<file path="src/hdl/idm_regs.svh">
// Constants for the internal data memory block: addresses, fields and reset values.
`ifndef IDM_REGS_SVH
`define IDM_REGS_SVH

`define IDM_MEM_BYTES      256
`define IDM_LOWER_TOP      8'h7F
`define IDM_BANK_BASE      8'h00
`define IDM_BANK_TOP       8'h1F
`define IDM_BIT_BASE       8'h20
`define IDM_BIT_TOP        8'h2F
`define IDM_BANK_LOW_POS   3
`define IDM_BANK_HIGH_POS  4
`define IDM_STACK_RESET    8'h07

`endif

</file>
<file path="src/hdl/idm_pkg.sv">
// Types shared by the internal data memory block.
package idm_pkg;

    // Kind of access requested by the core in one cycle.
    typedef enum logic [2:0] {
        IDM_OP_NONE,
        IDM_OP_DIRECT,
        IDM_OP_INDIRECT,
        IDM_OP_BIT,
        IDM_OP_PUSH,
        IDM_OP_POP
    } idm_op_t;

    // Where a decoded access lands.
    typedef enum logic [1:0] {
        IDM_TGT_NONE,
        IDM_TGT_RAM,
        IDM_TGT_SPECIAL
    } idm_tgt_t;

endpackage

</file>
<file path="src/hdl/idm_core.sv">
// Internal 256-byte data memory with banks, bit space and stack pointer.
`timescale 1ns/1ps
`default_nettype none
`include "idm_regs.svh"

module idm_core
    import idm_pkg::*;
#(
    parameter int MEM_BYTES = `IDM_MEM_BYTES
)
(
    input  wire logic       clock_i,
    input  wire logic       nrst_i,
    input  wire logic       en_i,
    input  wire idm_op_t    op_i,
    input  wire logic [7:0] addr_i,
    input  wire logic       ptr_sel_i,
    input  wire logic       write_i,
    input  wire logic [7:0] wdata_i,
    input  wire logic       wbit_i,
    input  wire logic [7:0] program_status_word_i,
    input  wire logic       sp_load_i,
    input  wire logic [7:0] sp_wdata_i,
    output logic [7:0]      rdata_o,
    output logic            rbit_o,
    output logic            rvalid_o,
    output logic            special_req_o,
    output logic [7:0]      special_addr_o,
    output logic            special_write_o,
    output logic [7:0]      special_wdata_o,
    output logic [7:0]      stack_pointer_o
);

    // ****************************************************************
    // Parameter check
    // ****************************************************************

    // The decoder produces 8-bit addresses, so only a full 256 bytes fit.
    // The check runs at elaboration, so a bad size never reaches a run.
    if (MEM_BYTES != `IDM_MEM_BYTES) begin : g_bad_size
        $error("idm_core: MEM_BYTES must be 256");
    end

    // ****************************************************************
    // Usage notes
    // ****************************************************************

    // One access is taken on every enabled clock edge; there is no stall.
    // The core may issue a new request on every cycle, back to back.
    // Read results appear one edge after the request and hold until the
    // next enabled edge, so the core must capture them in that window.
    // A write is visible to a read taken on the following edge.
    // A read taken in the same cycle as a write to that byte sees the
    // old byte, because the array is written at the clock edge.
    // Indirect accesses read the pointer register from the array in the
    // same cycle, which keeps latency at one cycle but puts the array
    // read twice on the critical path; the array is small enough.
    // The bank bits are sampled combinationally from the status word, so
    // a bank change takes effect on the very next access.
    // Direct and bit accesses above the lower half are forwarded to the
    // special-function space on registered outputs; this block holds no
    // special-function registers itself.
    // The stack pointer load path beats a push or pop in the same cycle,
    // so the core's own pointer writes always win.
    // The stack pointer wraps modulo 256, so a runaway stack overwrites
    // the working-register banks rather than faulting; software must
    // size the stack.
    // The array has no reset: its contents survive a reset and start out
    // unknown after power-up until they are written.
    // The clock enable freezes every flip-flop, array included, so a
    // frozen cycle leaves no trace.

    // ****************************************************************
    // Storage and bank selection
    // ****************************************************************

    logic [7:0] mem [0:MEM_BYTES-1];
    logic [7:0] stack_pointer;

    wire logic       bank_select_low  = program_status_word_i[`IDM_BANK_LOW_POS];
    wire logic       bank_select_high = program_status_word_i[`IDM_BANK_HIGH_POS];
    wire logic [1:0] bank             = {bank_select_high, bank_select_low};

    wire logic [7:0] ptr_addr = `IDM_BANK_BASE + {3'h0, bank, 2'h0, ptr_sel_i};
    wire logic [7:0] ptr      = mem[ptr_addr];

    // ****************************************************************
    // Decode
    // ****************************************************************

    logic [7:0] ram_addr;
    idm_tgt_t   tgt;
    logic [2:0] bit_pos;

    idm_decode u_decode (
        .op_i       (op_i),
        .addr_i     (addr_i),
        .sp_i       (stack_pointer),
        .ptr_i      (ptr),
        .ram_addr_o (ram_addr),
        .tgt_o      (tgt),
        .bit_pos_o  (bit_pos)
    );

    wire logic       to_ram     = (tgt == IDM_TGT_RAM);
    wire logic       to_special = (tgt == IDM_TGT_SPECIAL);
    wire logic [7:0] cur_byte   = mem[ram_addr];
    wire logic       is_bit     = (op_i == IDM_OP_BIT);
    wire logic       is_push    = (op_i == IDM_OP_PUSH);
    wire logic       is_pop     = (op_i == IDM_OP_POP);

    logic [7:0] merged;
    always_comb begin
        merged          = cur_byte;
        merged[bit_pos] = wbit_i;
    end

    // Push always writes; pop never writes; other RAM-bound kinds write on request.
    wire logic       mem_we   = to_ram && (is_push || (write_i && !is_pop));
    wire logic [7:0] mem_wval = is_bit ? merged : wdata_i;

    wire logic [7:0] next_stack_pointer = sp_load_i ? sp_wdata_i :
                                          is_push   ? stack_pointer + 8'h01 :
                                          is_pop    ? stack_pointer - 8'h01 :
                                                      stack_pointer;

    // ****************************************************************
    // Memory array
    // ****************************************************************

    // no reset on the array, so contents survive a reset.
    always_ff @(posedge clock_i) begin
        if (en_i && mem_we) begin
            mem[ram_addr] <= mem_wval;
        end
    end

    // ****************************************************************
    // Stack pointer and registered outputs
    // ****************************************************************

    always_ff @(posedge clock_i or negedge nrst_i) begin
        if (!nrst_i) begin
            stack_pointer <= `IDM_STACK_RESET;
        end else if (en_i) begin
            stack_pointer <= next_stack_pointer;
        end
    end

    // Read data is returned one cycle after the request, from flip-flops.
    always_ff @(posedge clock_i or negedge nrst_i) begin
        if (!nrst_i) begin
            rdata_o         <= 8'h00;
            rbit_o          <= 1'b0;
            rvalid_o        <= 1'b0;
            special_req_o   <= 1'b0;
            special_addr_o  <= 8'h00;
            special_write_o <= 1'b0;
            special_wdata_o <= 8'h00;
        end else if (en_i) begin
            rdata_o         <= to_ram ? cur_byte : 8'h00;
            rbit_o          <= to_ram && cur_byte[bit_pos];
            rvalid_o        <= to_ram && !write_i && !is_push;
            special_req_o   <= to_special;
            special_addr_o  <= to_special ? ram_addr : 8'h00;
            special_write_o <= to_special && write_i;
            special_wdata_o <= to_special ? wdata_i : 8'h00;
        end
    end

    // The pointer output mirrors the register so it follows reset at once.
    assign stack_pointer_o = stack_pointer;

endmodule // idm_core
`default_nettype wire

</file>
<file path="src/hdl/idm_decode.sv">
// Address decoder that routes one access to RAM or special-function space.
`timescale 1ns/1ps
`default_nettype none
`include "idm_regs.svh"

module idm_decode
    import idm_pkg::*;
(
    input  wire idm_op_t    op_i,
    input  wire logic [7:0] addr_i,
    input  wire logic [7:0] sp_i,
    input  wire logic [7:0] ptr_i,
    output logic [7:0]      ram_addr_o,
    output idm_tgt_t        tgt_o,
    output logic [2:0]      bit_pos_o
);

    // ****************************************************************
    // Byte and bit address decode
    // ****************************************************************

    // Bit address: byte offset in bits 6 to 3, position in bits 2 to 0.
    wire logic [7:0] bit_byte = `IDM_BIT_BASE + {4'h0, addr_i[6:3]};
    wire logic       above    = (addr_i > `IDM_LOWER_TOP);

    // The target and address follow the access kind, and for direct and bit accesses also the address.
    always_comb begin
        ram_addr_o = 8'h00;
        tgt_o      = IDM_TGT_NONE;
        bit_pos_o  = addr_i[2:0];
        case (op_i)
            IDM_OP_DIRECT: begin
                ram_addr_o = addr_i;
                tgt_o      = above ? IDM_TGT_SPECIAL : IDM_TGT_RAM;
            end
            IDM_OP_INDIRECT: begin
                ram_addr_o = ptr_i;
                tgt_o      = IDM_TGT_RAM;
            end
            IDM_OP_BIT: begin
                ram_addr_o = above ? addr_i : bit_byte;
                tgt_o      = above ? IDM_TGT_SPECIAL : IDM_TGT_RAM;
            end
            IDM_OP_PUSH: begin
                ram_addr_o = sp_i + 8'h01;
                tgt_o      = IDM_TGT_RAM;
            end
            IDM_OP_POP: begin
                ram_addr_o = sp_i;
                tgt_o      = IDM_TGT_RAM;
            end
            default: begin
                ram_addr_o = 8'h00;
                tgt_o      = IDM_TGT_NONE;
            end
        endcase
    end

endmodule // idm_decode
`default_nettype wire

</file>
<file path="config.mk">
export PLATFORM = sky130hd
export DESIGN_NAME = idm_core
export DESIGN_NICKNAME = d
export VERILOG_FILES = /design/src/hdl/idm_pkg.sv /design/src/hdl/idm_core.sv /design/src/hdl/idm_decode.sv
export VERILOG_INCLUDE_DIRS = /design/src /design/src/hdl
export SDC_FILE = /design/constraint.sdc
export NUM_CORES = 2
export LEC_CHECK = 0
export ABC_AREA = 0
export ABC_CLOCK_PERIOD_IN_PS = 16250
export BUFFER_PORTS_ARGS = -buffer_cell sky130_fd_sc_hd__buf_2
export CAP_MARGIN = 5
export CORE_UTILIZATION = 57
export CTS_CLUSTER_DIAMETER = 30
export DETAILED_ROUTE_END_ITERATION = 10
export PLACE_DENSITY_LB_ADDON = 0.12
export SLEW_MARGIN = 20
export SYNTH_ARGS = -nofsm -noshare
export SYNTH_HDL_FRONTEND = slang
export SYNTH_SLANG_ARGS = --single-unit
export TNS_END_PERCENT = 50
</file>
<file path="constraint.sdc">
create_clock -name clock_i -period 16.25 [get_ports clock_i]
set_clock_uncertainty 0.1 [all_clocks]
set_input_delay 1.625 -clock clock_i [delete_from_list [all_inputs] [get_ports clock_i]]
set_output_delay 1.625 -clock clock_i [all_outputs]
set_load 0.02 [all_outputs]
</file>
# After elaboration in Yosys (flattened, before gate mapping)
# Memories as Yosys holds them, arrays and structs flattened.
# Index checks and enable logic that the tools add are counted.
[totals]
regBits = 36
ramBits = 2048
input_bits = 42
out_inout_bits = 36
n_memories = 1
[mem_list]
columns = ["memory", "depth", "word_bits", "rd", "rd_clocked_by_memory_dff", "wr", "line_no", "text"]
rows = [
  ["mem", 256, 8, 2, 0, 1, "idm_core.sv:77", "logic [7:0] mem [0:MEM_BYTES-1];"],
]
[classes]
n_addsub = 3
magnitude_cmp = 3
n_eq_ne = 7
mux = 18
reduce_logical = 16
[ops]
columns = ["operator", "count"]
rows = [
  ["$mux W8", 8],
  ["$pmux W8 S5", 1],
  ["$add A8 B1 Y8 const B", 1],
  ["$bwmux W8", 1],
  ["$gt A8 B7 Y1 const B", 1],
  ["$logic_and A1 B1 Y1", 8],
  ["$sub A8 B1 Y8 const B", 1],
  ["$add A6 B4 Y7 const A", 1],
  ["$eq A3 B2 Y1 const B", 2],
  ["$eq A3 B3 Y1 const B", 2],
  ["$lt A3 B4 Y1 const B", 1],
  ["$mux W1", 4],
  ["$pmux W2 S2", 1],
  ["$bmux W1 S3", 1],
  ["$demux W1 S3", 1],
  ["$eq A3 B1 Y1 const B", 1],
  ["$ge A3 B1 Y1 const B", 1],
  ["$logic_not A1 Y1", 3],
  ["$reduce_bool A3 Y1", 1],
  ["$reduce_or A3 Y1", 1],
  ["$eq A2 B1 Y1 const B", 1],
  ["$eq A2 B2 Y1 const B", 1],
  ["$mux W2", 1],
  ["$reduce_and A2 Y1", 1],
  ["2 further kinds", 2],
]

# Longest topological paths before layout
[depth]
ltp_word = 8
depth_mapped = 20

# Hierarchy
# From an unflattened synthesis, not the netlist that was laid out.
[unflattened]
hier_cells = 4064
area_unflattened_um2 = 82361.5
[modules_own_cells]
columns = ["module", "n_inst", "cells_per_inst", "area_per_inst_um2", "seq_area_each_um2"]
rows = [
  ["idm_core", 1, 3980, 81799.7, 62403.6],
  ["idm_decode", 1, 84, 561.8, 0.0],
]

# Worst setup path before layout
# No wires, ideal clock.
[synth_path]
path_type = "input to register"
start = "in program_status_word_i[3]"
end = "mem mem[0][5], data pin"
setup_ns = 2.187
arrival_time_ns = 14.581
path_slack_ns = -0.619
stages = 16
n_path_buf = 4
cell_sequence = "buf_4 > mux4_2 > a2bb2oi_1 > a221oi_4 > buf_2 > buf_2 > buf_2 > nand2_1 > a32oi_1 > o22ai_1 > nor4_1 > o211ai_1 > a211o_1 > a21oi_1 > a31oi_1 > o21ai_0"
[synth_via]
elab_chain_cells = 5
[synth_rtl]
columns = ["item", "line_no", "text"]
rows = [
  ["from (decl)", "idm_core.sv:21", "input wire logic [7:0] program_status_word_i,"],
  ["$mem_v2 Z256 W8", "--", ""],
  ["$pmux W8 S5 *", "idm_decode.sv:31", "case (op_i)"],
  ["$mem_v2 Z256 W8", "--", ""],
  ["$bwmux W8 *", "idm_core.sv:115", "merged[bit_pos] = wbit_i;"],
  ["$mux W8 *", "idm_core.sv:120", "wire logic [7:0] mem_wval = is_bit ? merged : wdata_i;"],
  ["via mem_wval[5]", "idm_core.sv:120", ""],
  ["to (decl)", "idm_core.sv:77", ""],
]
# The timed path passes the listed nets; every way through them passes the cells marked *.

# Worst setup path after layout
[layout_path]
start = "in program_status_word_i[3]"
end = "mem mem[128][5], data pin"
# Same word-level chain as after synthesis.

==> results_dict.tcl <==
set metrics [dict create \
    synth_seq_cells 2084 \
    outcome "completed" \
    setup_viol 0 \
    power_density_mw_per_mm2 161 \
    pre_cts_ws_ns 6.10 \
    setup_ws_ns 6.66 \
    busiest_layer "met2" \
    layout-drive-gt1-share 0.144 \
    cts_resized 0 \
    yosysTopAreaCellShare 0.731 \
    grt_setup_unrepaired "no" \
    coreArea_mm2 0.146 \
    ant_nets 0 \
    cp_top_family "buffers and inverters" \
    num_rows 140 \
    clock_latency_ns 0.95 \
    cts_tree "yes" \
    grt.overflow.total 0 \
    cts_hold_buf 0 \
    synth-main-ff-cell "edfxtp_1" \
    avgRoutedWirePerCell_um 28.9 \
    min_path_type "reg -> reg" \
    ir_drop_uv 130 \
    dieArea_mm2 0.149 \
    cp_cell_sequence "buf_2 -> mux4_2 -> o211ai_1 -> buf_4 -> buf_4 -> nand2_4 -> buf_4 -> buf_4 -> mux2i_1 -> a32oi_1 -> a41oi_1 -> nor4_1 -> nand3_1 -> a211o_1 -> a21oi_1 -> a31oi_1 -> o21ai_4 -> buf_4 -> buf_4" \
    htreeDepth 5 \
    stdcell_area_mm2 0.100 \
    firstDrtPassIters 6 \
    vias 55800 \
    final_nets 6475 \
    post_cts_buffers 0 \
    maxCapViolations 0 \
    crit_buf_inv 7 \
    synthArstFlopShare 0.0173 \
    clock_sinks 2084 \
    slowest_delay_ns 0.95 \
    yosysSeqAreaShare 0.742 \
    worstPathArrival_ns 10.06 \
    crit_path_end_kind "register" \
    placed_area_mm2 0.0861 \
    port_buffers 71 \
    yosysMostFrequentCell "edfxtp_1" \
    cts-root-buf "clkbuf_16" \
    drc 0 \
    first_iter_violations 7192 \
    fin_crit_sh 0.590 \
    dpl.hpwl_mm 140 \
    p_leak_uw 0.0342 \
    area_growth_pct 19.3 \
    syn_inst 6257 \
    maxSlewHeadroom 0.178 \
    grtUsageMet2 0.507 \
    pin_count 78 \
    grt_pass1_wl_mm 361 \
    grt_max_degree 201 \
    grt_antenna_before_repair 12 \
    syn-num-nets 6301 \
    cts-buffers-inserted 418 \
    gp_congestion 0.871 \
    yosys.area.top_type "edfxtp_1" \
    drv_slew 0 \
    finalWirelength_mm 251 \
    vias_per_cell 6.42 \
    die_w_um 386 \
    grt_pass1_vias 53000 \
    synth.distinct_cells 76 \
    initial_core_util 0.576 \
    die_h_um 386 \
    synth_edf_count 2048 \
    synth_commonest_cells "edfxtp_1, nand2_1, nand3_1" \
    grt_usage 0.337 \
    slowest_stage "buf_4" \
    crit_fanout 99 \
    cts_max_path_buffers 4 \
    yosysWarnings 0 \
    grt_util_met3 0.0772 \
    period_minus_slack_ns 9.59 \
    cp.required_ns 16.72 \
    yosys-top-cells-area "edfxtp_1, nand2_1, nand3_1, mux4_2, buf_2" \
    clk_pin_slew_ns 0.05 \
    global_route.usage.met1 0.467 \
    tightest_slew_ns 1.23 \
    crit_type "in -> reg" \
    max_freq_mhz 104 \
    hold_viol 0 \
    postLayoutCoreUtil 0.686 \
    synth.avg_cell_area_um2 13.4 \
    cp_common_cell "buf_4" \
    netlist_area_mm2 0.0841 \
    cp-start-kind "input pin" \
]
==> kinds of logic (layout without fill, tap and decap cells) <==
| logic type | count (synthesis) | after routing | synth area share |
|---|---|---|---|
| AND/OR/NAND/NOR | 2837 | 2837 | 0.144 |
| flip-flops | 2084 | 2084 | 0.742 |
| AO/OA/AOI/OAI | 704 | 704 | 0.0580 |
| buffers and inverters | 451 | 963 | 0.0256 |
| multiplexers | 177 | 177 | 0.0301 |
| adder cells (fa/ha/maj) | 2 | 2 | 0.000298 |
| XOR/XNOR | 2 | 2 | 0.000208 |
| other | 0 | 5 | 0 |
==> layout by cell type (no fill, tap or decap), drive strengths merged, types with 7 or more instances in the layout <==
cell / count
mux2i: 112
nand2: 1602
a22o: 18
a311o: 17
a21oi: 148
buf: 193
and3: 46
clkinvlp: 62
a41oi: 16
clkinv: 149
inv: 38
clkbuf: 457
mux4: 60
a2111oi: 7
a32oi: 81
bufinv: 64
a22oi: 62
a211oi: 16
a21boi: 17
a221oi: 18
o21ai: 56
dfrtp: 33
o22ai: 29
o2bb2ai: 10
nor2: 319
a311oi: 22
nor3: 31
and2: 10
nor4: 12
nand4: 74
a31oi: 148
edfxtp: 2048
nand3: 706
==> through the flow <==
stage | total power, µW | setup TNS (ns) | cells | hold WS [ns]
2_1_floorplan | 7140 | -323.57 | 6257 | 0.458
3_3_place_gp | 7680 | 0 | 7928 | 0.362
3_5_place_dp | 7700 | 0 | 7928 | 0.368
4_1_cts | 16200 | 0 | 8686 | 0.378
5_1_grt | 16500 | 0 | 8687 | 0.404
6_report | 16200 | 0 | 8691 | 0.374
==> final timing paths <==
path | cells after the start | to | from | slack, ns
worst max-delay path | 19 | mem[128][5]$_DFFE_PP_ | program_status_word_i[3] | 6.66
worst min-delay path | 1 | special_req_o$_DFFE_PN0P_ | special_req_o$_DFFE_PN0P_ | 0.37
worst max register to register | 20 | mem[172][4]$_DFFE_PP_ | stack_pointer_o[0]$_DFFE_PN1P_ | 7.44
worst min register to register | 1 | special_req_o$_DFFE_PN0P_ | special_req_o$_DFFE_PN0P_ | 0.37
max in group asynchronous | 1 | rvalid_o$_DFFE_PN0P_ | nrst_i | 14.87
min in group asynchronous | 1 | special_wdata_o[0]$_DFFE_PN0P_ | nrst_i | 0.66
==> metal layers <==
metal | wire [µm] | vias up
li1 | - | 23900
met1 | 96400 | 27800
met2 | 115000 | 3496
met3 | 27800 | 571
met4 | 11800 | 6
met5 | 42 | -
==> flip-flops by register name, indices dropped and copies added (netlist names) <==
| name | count |
|---|---|
| special_addr_o | 8 |
| rvalid_o | 1 |
| special_wdata_o | 8 |
| special_req_o | 1 |
| rdata_o | 8 |
| rbit_o | 1 |
| stack_pointer_o | 8 |
| special_write_o | 1 |
| mem | 2048 |
==> power breakdown <==
group / leakage, µW / switching (µW) / internal [µW]
Combinational: 0.00858 / 1230 / 382
Clock: 0.00675 / 2810 / 5730
Sequential: 0.0189 / 16.4 / 6030
==> worst register-to-register path, cell delays in order, from the launching register on <==
cell and delay (ns):
dfstp_2 0.62, inv_1 0.08, ha_1 0.32, mux2i_1 0.07, nor2_1 0.27, a221o_4 0.74, buf_12 0.55, buf_4 0.94
buf_4 0.60, nand2_1 0.18, nand3_1 0.12, nand3_1 0.15, nand4_1 0.26, a41oi_1 0.50, nor4_1 0.41, buf_4 0.24
mux2i_1 0.14, o21ai_4 0.13, buf_4 0.50, buf_4 0.71, buf_12 0.52
==> layout make-up <==
cell class,instances,area [µm²]
sequential,2084,62400
fill,9861,45800
multi-input combinational,3722,19800
clock buffer,457,10600
clock inverter,301,3490
tap,1917,2400
timing repair buffer,193,1510
inverter,12,45.0
antenna,5,12.5
No activity file was read; power rests on OpenSTA's default activity.
